## config.mk

```make
export PLATFORM = sky130hd
export DESIGN_NAME = charge_time_measure_control
export DESIGN_NICKNAME = d
export VERILOG_FILES = /design/src/hw/charge_time_measure_control.v /design/src/hw/edge_latch.v /design/src/hw/trigger_pulse.v
export VERILOG_INCLUDE_DIRS = /design/src /design/src/hw
export SDC_FILE = /design/constraint.sdc
export NUM_CORES = 1
export LEC_CHECK = 0
export BUFFER_PORTS_ARGS = -buffer_cell sky130_fd_sc_hd__buf_2
export CAP_MARGIN = 20
export CORE_ASPECT_RATIO = 0.6
export CORE_MARGIN = 3
export CORE_UTILIZATION = 40
export DETAILED_ROUTE_END_ITERATION = 16
export GPL_TIMING_DRIVEN = 0
export HOLD_SLACK_MARGIN = 0.05
export PLACE_DENSITY = 0.73
export SLEW_MARGIN = 10
export SYNTH_ARGS = -nofsm -noshare
export SYNTH_HDL_FRONTEND = slang
export SYNTH_SLANG_ARGS = --single-unit
```

## constraint.sdc

```tcl
create_clock -name ref_clk -period 1.94 [get_ports ref_clk]
set_clock_uncertainty 0.2 [all_clocks]
set_input_delay 0.291 -clock ref_clk [delete_from_list [all_inputs] [get_ports ref_clk]]
set_output_delay 0.291 -clock ref_clk [all_outputs]
set_load 0.02 [all_outputs]
```

## src/hw/charge_time_consts.vh

```
// Constants for the charge time unit control block: offsets, fields, resets
// Assumes a 16-bit register port and a 125 MHz ref_clk
`ifndef CHARGE_TIME_CONSTS_VH
`define CHARGE_TIME_CONSTS_VH

// ----------------------------------------------------------------------
// Register offsets
// ----------------------------------------------------------------------
`define ADDR_MEASURE_CONTROL_ONE  4'h0
`define ADDR_CURRENT_TRIM_RANGE   4'h1
`define ADDR_EDGE_STATUS          4'h2
`define ADDR_WIDTH                4

// ----------------------------------------------------------------------
// Control register fields
// ----------------------------------------------------------------------
`define BIT_UNIT_ENABLE           15
`define BIT_IDLE_STOP             13
`define BIT_DELAY_GEN_ENABLE      12
`define BIT_HW_EDGE_SELECT        11
`define BIT_EDGE_ORDER_ENABLE     10
`define BIT_SOURCE_DISCHARGE      9
`define BIT_CONVERTER_TRIGGER     8
`define CTRL_WRITE_MASK           16'hbf00
`define CTRL_RESET                16'h0000

// ----------------------------------------------------------------------
// Trim and range register fields
// ----------------------------------------------------------------------
`define TRIM_MSB                  15
`define TRIM_LSB                  10
`define RANGE_MSB                 9
`define RANGE_LSB                 8
`define TRIM_RANGE_WRITE_MASK     16'hff00
`define TRIM_RANGE_RESET          16'h0000

// ----------------------------------------------------------------------
// Edge status register fields
// ----------------------------------------------------------------------
`define BIT_EDGE1_STATUS          0
`define BIT_EDGE2_STATUS          1

// ----------------------------------------------------------------------
// Timing
// ----------------------------------------------------------------------
`define CLK_PERIOD_NS             8
`define TRIG_PULSE_NS             16
`define TRIG_PULSE_CYCLES         ((`TRIG_PULSE_NS + `CLK_PERIOD_NS - 1) / `CLK_PERIOD_NS)

`endif

```

## src/hw/charge_time_measure_control.v

```verilog
// Control logic of the charge time unit: registers, edge handling, outputs
// Assumes a register port with one-cycle strobes and read data next cycle
`timescale 1ns/100ps
`default_nettype none
`include "charge_time_consts.vh"

// What this block does
// - Idle-stop bit 13 halts the unit while the device idles.
// - Bit 11 picks hardware edge sources, else software sets edge flags.
// - Bit 10 accepts edge 2 only after edge 1 occurred, or in the same software write as edge 1.
// - Bit 9 grounds the current source and closes channel 0 switch.
// - Bit 8 lets the unit trigger converter start of conversion.
// - Control bits 14 and 7..0 read zero, writes ignored.
module charge_time_measure_control
#(
    parameter TRIG_CYCLES = `TRIG_PULSE_CYCLES
)
(
    input  wire        ref_clk,
    input  wire        reset,
    input  wire [3:0]  regAddr,
    input  wire [15:0] regWrData,
    input  wire        regWrite,
    input  wire        regRead,
    output reg  [15:0] regRdData,
    input  wire        deviceIdle,
    input  wire        hwEdge1,
    input  wire        hwEdge2,
    output wire        unitActive,
    output wire        delayGenActive,
    output wire        currentSourceOn,
    output wire        sourceGrounded,
    output wire        channelZeroSwitch,
    output wire        converterTrigger,
    output wire [5:0]  currentTrim,
    output wire [1:0]  currentRange,
    output wire        edge1Status,
    output wire        edge2Status
);

    // ------------------------------------------------------------------
    // Registers
    // ------------------------------------------------------------------
    reg  [15:0] control_q;
    reg  [15:0] trimRange_q;
    wire        wrCtrl;
    wire        wrTrim;
    wire        wrEdge;
    wire        unitEnable;
    wire        idleStop;
    wire        delayGenEnable;
    wire        hwEdgeSelect;
    wire        edgeOrderEnable;
    wire        sourceDischarge;
    wire        triggerEnable;
    wire        running;
    wire        edge1Set;
    wire        edge2Set;
    wire        sw1Set;
    wire        sw2Set;
    wire        bothDone;
    reg         bothDone_q;
    wire        convStart;

    assign wrCtrl = regWrite && (regAddr == `ADDR_MEASURE_CONTROL_ONE);
    assign wrTrim = regWrite && (regAddr == `ADDR_CURRENT_TRIM_RANGE);
    assign wrEdge = regWrite && (regAddr == `ADDR_EDGE_STATUS);

    always @(posedge ref_clk or posedge reset)
    begin
        if (reset)
        begin
            control_q   <= `CTRL_RESET;
            trimRange_q <= `TRIM_RANGE_RESET;
        end
        else
        begin
            if (wrCtrl)
                control_q <= regWrData & `CTRL_WRITE_MASK;
            if (wrTrim)
                trimRange_q <= regWrData & `TRIM_RANGE_WRITE_MASK;
        end
    end

    assign unitEnable      = control_q[`BIT_UNIT_ENABLE];
    assign idleStop        = control_q[`BIT_IDLE_STOP];
    assign delayGenEnable  = control_q[`BIT_DELAY_GEN_ENABLE];
    assign hwEdgeSelect    = control_q[`BIT_HW_EDGE_SELECT];
    assign edgeOrderEnable = control_q[`BIT_EDGE_ORDER_ENABLE];
    assign sourceDischarge = control_q[`BIT_SOURCE_DISCHARGE];
    assign triggerEnable   = control_q[`BIT_CONVERTER_TRIGGER];

    // ------------------------------------------------------------------
    // Operating state
    // ------------------------------------------------------------------
    assign running = unitEnable && !(idleStop && deviceIdle);

    assign unitActive      = running;
    assign delayGenActive  = running && delayGenEnable;
    assign currentSourceOn = running && !sourceDischarge;
    assign sourceGrounded    = sourceDischarge;
    assign channelZeroSwitch = sourceDischarge;
    assign currentTrim  = trimRange_q[`TRIM_MSB:`TRIM_LSB];
    assign currentRange = trimRange_q[`RANGE_MSB:`RANGE_LSB];

    // ------------------------------------------------------------------
    // Edge flags
    // ------------------------------------------------------------------
    assign sw1Set = wrEdge && regWrData[`BIT_EDGE1_STATUS];
    assign sw2Set = wrEdge && regWrData[`BIT_EDGE2_STATUS];

    // Hardware sources only in hardware mode; software write sets otherwise
    assign edge1Set = running && (hwEdgeSelect ? hwEdge1 : 1'b0);
    assign edge2Set = running && (hwEdgeSelect ? hwEdge2 : 1'b0)
                      && (!edgeOrderEnable || edge1Status);

    edge_latch edge1Latch
    (
        .ref_clk (ref_clk),
        .reset   (reset),
        .setPulse(edge1Set),
        .swWrite (wrEdge && (running || !sw1Set)),
        .swValue (sw1Set && !hwEdgeSelect),
        .flag_q  (edge1Status)
    );

    edge_latch edge2Latch
    (
        .ref_clk (ref_clk),
        .reset   (reset),
        .setPulse(edge2Set),
        .swWrite (wrEdge && (running || !sw2Set)),
        .swValue (sw2Set && !hwEdgeSelect
                  && (!edgeOrderEnable || edge1Status || sw1Set)),
        .flag_q  (edge2Status)
    );

    // ------------------------------------------------------------------
    // Converter trigger on completion of both edges
    // ------------------------------------------------------------------
    assign bothDone = edge1Status && edge2Status;

    always @(posedge ref_clk or posedge reset)
    begin
        if (reset)
            bothDone_q <= 1'b0;
        else
            bothDone_q <= bothDone;
    end

    assign convStart = running && triggerEnable && bothDone && !bothDone_q;

    trigger_pulse #(.WIDTH(TRIG_CYCLES)) convTrig
    (
        .ref_clk(ref_clk),
        .reset  (reset),
        .start  (convStart),
        .pulse_q(converterTrigger)
    );

    // ------------------------------------------------------------------
    // Read port, data the cycle after the strobe
    // ------------------------------------------------------------------
    always @(posedge ref_clk or posedge reset)
    begin
        if (reset)
            regRdData <= 16'h0000;
        else if (regRead)
        begin
            case (regAddr)
                `ADDR_MEASURE_CONTROL_ONE: regRdData <= control_q;
                `ADDR_CURRENT_TRIM_RANGE:  regRdData <= trimRange_q;
                `ADDR_EDGE_STATUS:
                    regRdData <= {14'h0000, edge2Status, edge1Status};
                default:                   regRdData <= 16'h0000;
            endcase
        end
        else
            regRdData <= 16'h0000;
    end

endmodule

`default_nettype wire

```

## src/hw/edge_latch.v

```verilog
// One edge status flag: set by hardware or software, cleared by software
// Assumes pulse inputs synchronous to ref_clk
`timescale 1ns/100ps
`default_nettype none

module edge_latch
(
    input  wire ref_clk,
    input  wire reset,
    input  wire setPulse,
    input  wire swWrite,
    input  wire swValue,
    output reg  flag_q
);

    reg flag_d;

    // ------------------------------------------------------------------
    // Set wins over a clear in the same cycle
    // ------------------------------------------------------------------
    always @*
    begin
        flag_d = flag_q;
        if (swWrite)
            flag_d = swValue;
        if (setPulse)
            flag_d = 1'b1;
    end

    always @(posedge ref_clk or posedge reset)
    begin
        if (reset)
            flag_q <= 1'b0;
        else
            flag_q <= flag_d;
    end

endmodule

`default_nettype wire

```

## src/hw/trigger_pulse.v

```verilog
// Stretches a start event into a conversion trigger pulse of fixed length
// Assumes events synchronous to ref_clk
`timescale 1ns/100ps
`default_nettype none

module trigger_pulse
#(
    parameter WIDTH = 2
)
(
    input  wire ref_clk,
    input  wire reset,
    input  wire start,
    output reg  pulse_q
);

    reg [3:0] count_q;

    always @(posedge ref_clk or posedge reset)
    begin
        if (reset)
        begin
            count_q <= 4'h0;
            pulse_q <= 1'b0;
        end
        else if (start)
        begin
            count_q <= WIDTH[3:0] - 4'h1;
            pulse_q <= 1'b1;
        end
        else if (count_q != 4'h0)
            count_q <= count_q - 4'h1;
        else
            pulse_q <= 1'b0;
    end

endmodule

`default_nettype wire

```

**Word level (Yosys, flattened, before mapping)**

Index checks and enable logic that the tools add are counted.

- Word-level logic and storage cells: 61
- Register bits after elaboration: 39
- Output and inout port bits: 32
- Input bits: 27

- Add/subtract/negate cells: 1
- Mux-type cells: 12
- Reduce and logical (&&, ||, !) cells: 37
- Equality and inequality tests: 3

Operators by type and width:

| kind | count |
|---|---|
| $pmux W16 S3 | 1 |
| $logic_and A1 B1 Y1 | 21 |
| $mux W16 | 1 |
| $mux W1 | 8 |
| $mux W4 | 2 |
| $logic_not A1 Y1 | 7 |
| $reduce_bool A2 Y1 | 3 |
| $eq A4 B1 Y1 const B | 1 |
| $eq A4 B2 Y1 const B | 1 |
| $logic_not A4 Y1 | 1 |
| $logic_or A1 B1 Y1 | 4 |
| $reduce_bool A4 Y1 | 1 |
| $sub A4 B1 Y4 const B | 1 |
| $ne A2 B2 Y1 const B | 1 |

**Longest topological paths before layout**

- Depth after elaboration: 8
- Depth in mapped cells: 6

**By module**

From an unflattened synthesis, not the netlist that was laid out.

- Cells, all modules: 124
- Area, all modules: 1510.2 um^2

Modules (own cells, without submodules):

| module | area each (um^2) | sequential area each (um^2) | cells each | times used |
|---|---|---|---|---|
| charge_time_measure_control | 1159.9 | 650.6 | 92 | 1 |
| trigger_pulse | 262.8 | 125.1 | 24 | 1 |
| edge_latch | 43.8 | 25.0 | 4 | 2 |

**Worst setup path after synthesis**

Ideal clock, no wire load.

- Path kind: register -> output
- From: reg control_q[13]
- To: out delayGenActive
- Buffers on the path: 0
- Setup slack: 0.464 ns
- Data required time: 1.449 ns
- Data arrival time: 0.985 ns
- Stages on the path, launching flop included: 5
- Cells stage by stage: dfrtp_1 -> nand2_1 -> nand2_1 -> inv_1 -> and2_1

- Cells in the longest elaborated chain, start to end: 4

RTL lines:

| item | RTL line | RTL |
|---|---|---|
| from (decl) | charge_time_measure_control.v:44 | `reg [15:0] control_q;` |
| from (signal assigned) | charge_time_measure_control.v:73 | `` control_q <= `CTRL_RESET; `` |
| from (signal assigned) | charge_time_measure_control.v:79 | `` control_q <= regWrData & `CTRL_WRITE_MASK; `` |
| $logic_and A1 B1 Y1 | charge_time_measure_control.v:96 | `assign running = unitEnable && !(idleStop && deviceIdle);` |
| $logic_not A1 Y1 | charge_time_measure_control.v:96 |  |
| $logic_and A1 B1 Y1 | charge_time_measure_control.v:96 |  |
| named net unitActive | charge_time_measure_control.v:29 | `output wire unitActive,` |
| $logic_and A1 B1 Y1 | charge_time_measure_control.v:99 | `assign delayGenActive = running && delayGenEnable;` |
| to (decl) | charge_time_measure_control.v:30 | `output wire delayGenActive,` |

The timed path passes the listed nets, and every way through them passes these cells.

**Final worst setup path**

- From: reg control_q[13]
- To: out delayGenActive

- Cells in the longest elaborated chain, start to end: 4

RTL lines:

| item | RTL line |
|---|---|
| $logic_and A1 B1 Y1 | charge_time_measure_control.v:96 |
| $logic_not A1 Y1 | charge_time_measure_control.v:96 |
| $logic_and A1 B1 Y1 | charge_time_measure_control.v:96 |
| $logic_and A1 B1 Y1 | charge_time_measure_control.v:99 |

Every way passes these cells.

==> flow_summary.toml <==
[status]
status = "completed"

[critical_path]
critPathTopFamily = "flip-flops"
crit_required_ns = 1.45
worstSetupPathType = "reg -> out"
cp_slowest_stage_delay_ns = 0.40
path_common_cell = "nand2_1"
worst_r2r_path_depth = 7
cp_cell_sequence = "nand2_1 -> nand2_1 -> inv_2 -> and2_1 -> buf_2"
cp-start-kind = "flop"
cp_slowest_cell = "dfrtp_1"
arrival_ns = 1.33
cp_max_fo = 5
cp-end-kind = "output pin"
crit_cells = 5
crit_buf_inv = 2

[logic_synthesis]
synth_top_cell_area_share_pct = 55.7
yosysSeqAreaShare_pct = 55.7
ys_ff_latch = 33
yosys_most_used_dff = "dfrtp_1"
yosysWarnings = 0
synth_top_area_cell = "dfrtp_1"
syn_avg_cell_area_um2 = 12.2
synthArstFlopShare_pct = 100
synth.area.top_cells = "dfrtp_1 (56%), mux2_2 (11%), mux2i_1 (4.7%)"
syn-cell-area_um2 = 1480
netlist_instances = 121
synth_edf_count = 0
synth.distinct_cells = 31

[timing]
setup_viol = 0
worst_pin_slew_ns = 0.643
relSlewSlack_pct = 57.1
fmax_mhz = 550
post-route-period-util_pct = 93.8
fin_crit_ns = 1.82
grt_setup_unrepaired = "no"
finalHoldViolations = 0
slew_viol_final = 0
setup-tns-final_ns = 0

[die]
die_h_um = 53.1
core-area_um2 = 3400
chipWidth_um = 84.6
dieArea_um2 = 4490
initial_core_util_pct = 43.5
boundaryPins = 59
num_rows = 16

[clocking]
clock_path_buffers = 2
cts_tree = "yes"
cts_sinks = 33
cts_buffers = 5
cts_root_buf = "clkbuf_8"
htreeDepth = 2
clkTransAtPathRegs_ns = 0.07
insertion_delay_ns = 0.28

[worst_hold_path]
hp-class = "in -> reg"
holdPathStages = 2

[flow_run]
maxCapViolCount = 0

[global_routing]
antenna_found_initial = 0
grt_pass1_wl_um = 5210
grt_pass1_vias = 1058
grt_overflow = 0
grt_max_degree = 20
track_usage_pct = 15.4

[layout]
fin_area_um2 = 1930
fin_nets = 212
layout_common_cells = "buf_2 (45), dfrtp_1 (33), mux2_2 (15)"
drive_above_1_share_pct = 45.1
layout_commonest_cell = "buf_2"
fillerInstances = 300
antenna_cells = 0
fin_cells = 229
syn_to_final_growth_pct = 30.1

[power_and_ir_drop]
power.leakage_nw = 1.03
ir_drop_uv = 694
power_density_nw_per_um2 = 1090

[drt]
ant_nets = 0
drt_iter0_drc = 36
drtPass1Iterations = 4
routed_via_density = 4.69
vias = 1074
drc = 0
drt_wl_total_um = 3160
wl_per_cell_um = 13.8

[placement]
place_inst = 217
dp_hpwl_um = 2400
port_buffers = 45
place_congestion = 0.772
placed_cell_area_um2 = 1810
cells in the mapped netlist, types with 2 or more instances:
cell,instances
ha_1,2
nand2_1,6
dfrtp_1,33
and3_1,3
inv_1,6
mux2i_1,7
buf_4,7
nor2_1,11
mux2_2,15
nor3_1,3
xnor2_1,3
nand2b_1,3
and2_1,4
worst register-to-register path: stages, from the launching register on:
cell and delay (ns):
dfrtp_1 0.38, nand2_1 0.07, nand2_1 0.18, inv_2 0.10, buf_4 0.15, nand4_1 0.07
o21ai_0 0.07, a221o_1 0.25
cells by family (layout without fill, tap and decap cells):
kind of cell | count (synthesis) | in the layout | share of synthesized area, %
AO/OA/AOI/OAI | 7 | 7 | 3.38
other | 1 | 6 | 0.253
adder cells (fa/ha/maj) | 2 | 2 | 1.69
buffers and inverters | 14 | 72 | 5.83
flip-flops | 33 | 33 | 55.7
AND/OR/NAND/NOR | 39 | 39 | 15.2
multiplexers | 22 | 22 | 16.1
XOR/XNOR | 3 | 3 | 1.77
flip-flops by register name, summed over array words and instances (netlist names):
register and count:
edge1Latch.flag_q 1, control_q 7, regRdData 10, bothDone_q 1, edge2Latch.flag_q 1, convTrig.count_q 4, trimRange_q 8, convTrig.pulse_q 1
final cells by class:
class	instances	area, um^2	share of cell area (%)
flip-flops and latches	33	826	42.9
multi-input cells	79	588	30.5
repair buffers	50	288	14.9
clock buffers	6	72.6	3.77
plain buffers	8	63.8	3.31
well taps	45	56.3	2.92
inverters	6	22.5	1.17
clock inverters	2	10.0	0.519
timing repair:
action / 4_1_cts / 5_1_grt
hold buffers: 1 / 1
gates resized for setup: 0 / 1
setup buffers: 0 / 2
setup endpoints to repair: 0 / 1
hold endpoints to repair: 14 / 1
metrics by stage:
stage	hold slack (ns)	util (%)	power [mW]	setup slack, ns
CTS	0.0510	55.9	2.11	0.0440
floorplan	0.220	-	1.40	0.464
detailed placement	0.201	53.2	1.61	0.181
finish	0.0575	56.6	2.10	0.120
global route	0.0503	56.6	2.25	0.0218
global placement	0.264	52.4	1.57	0.218
routing by layer:
metal / global-route usage (%) / share of wire [%]
met1: 20.3 / 47
met2: 23.9 / 44
met3: 6.22 / 9.1
met4: 3.95 / 0.25
met5: 0 / 0
final timing paths:
path / start / endpoint / slack [ns]
max: control_q[13]$_DFFE_PP0P_ / delayGenActive / 0.12
min: regWrData[10] / trimRange_q[10]$_DFFE_PP0P_ / 0.06
max reg2reg: control_q[13]$_DFFE_PP0P_ / edge2Latch.flag_q$_DFFE_PP0P_ / 0.36
min reg2reg: convTrig.pulse_q$_DFFE_PP0P_ / convTrig.pulse_q$_DFFE_PP0P_ / 0.31
max in group asynchronous: reset / convTrig.pulse_q$_DFFE_PP0P_ / 0.59
min in group asynchronous: reset / control_q[10]$_DFFE_PP0P_ / 0.44
power by group:
part / leakage (nW) / total (mW) / internal (mW) / switching, mW
registers: 0.414 / 0.955 / 0.842 / 0.113
logic: 0.571 / 0.659 / 0.303 / 0.356
clock network: 0.0450 / 0.486 / 0.248 / 0.238
total: 1.03 / 2.10 / 1.39 / 0.707
Power figures use the tool's default switching activity.
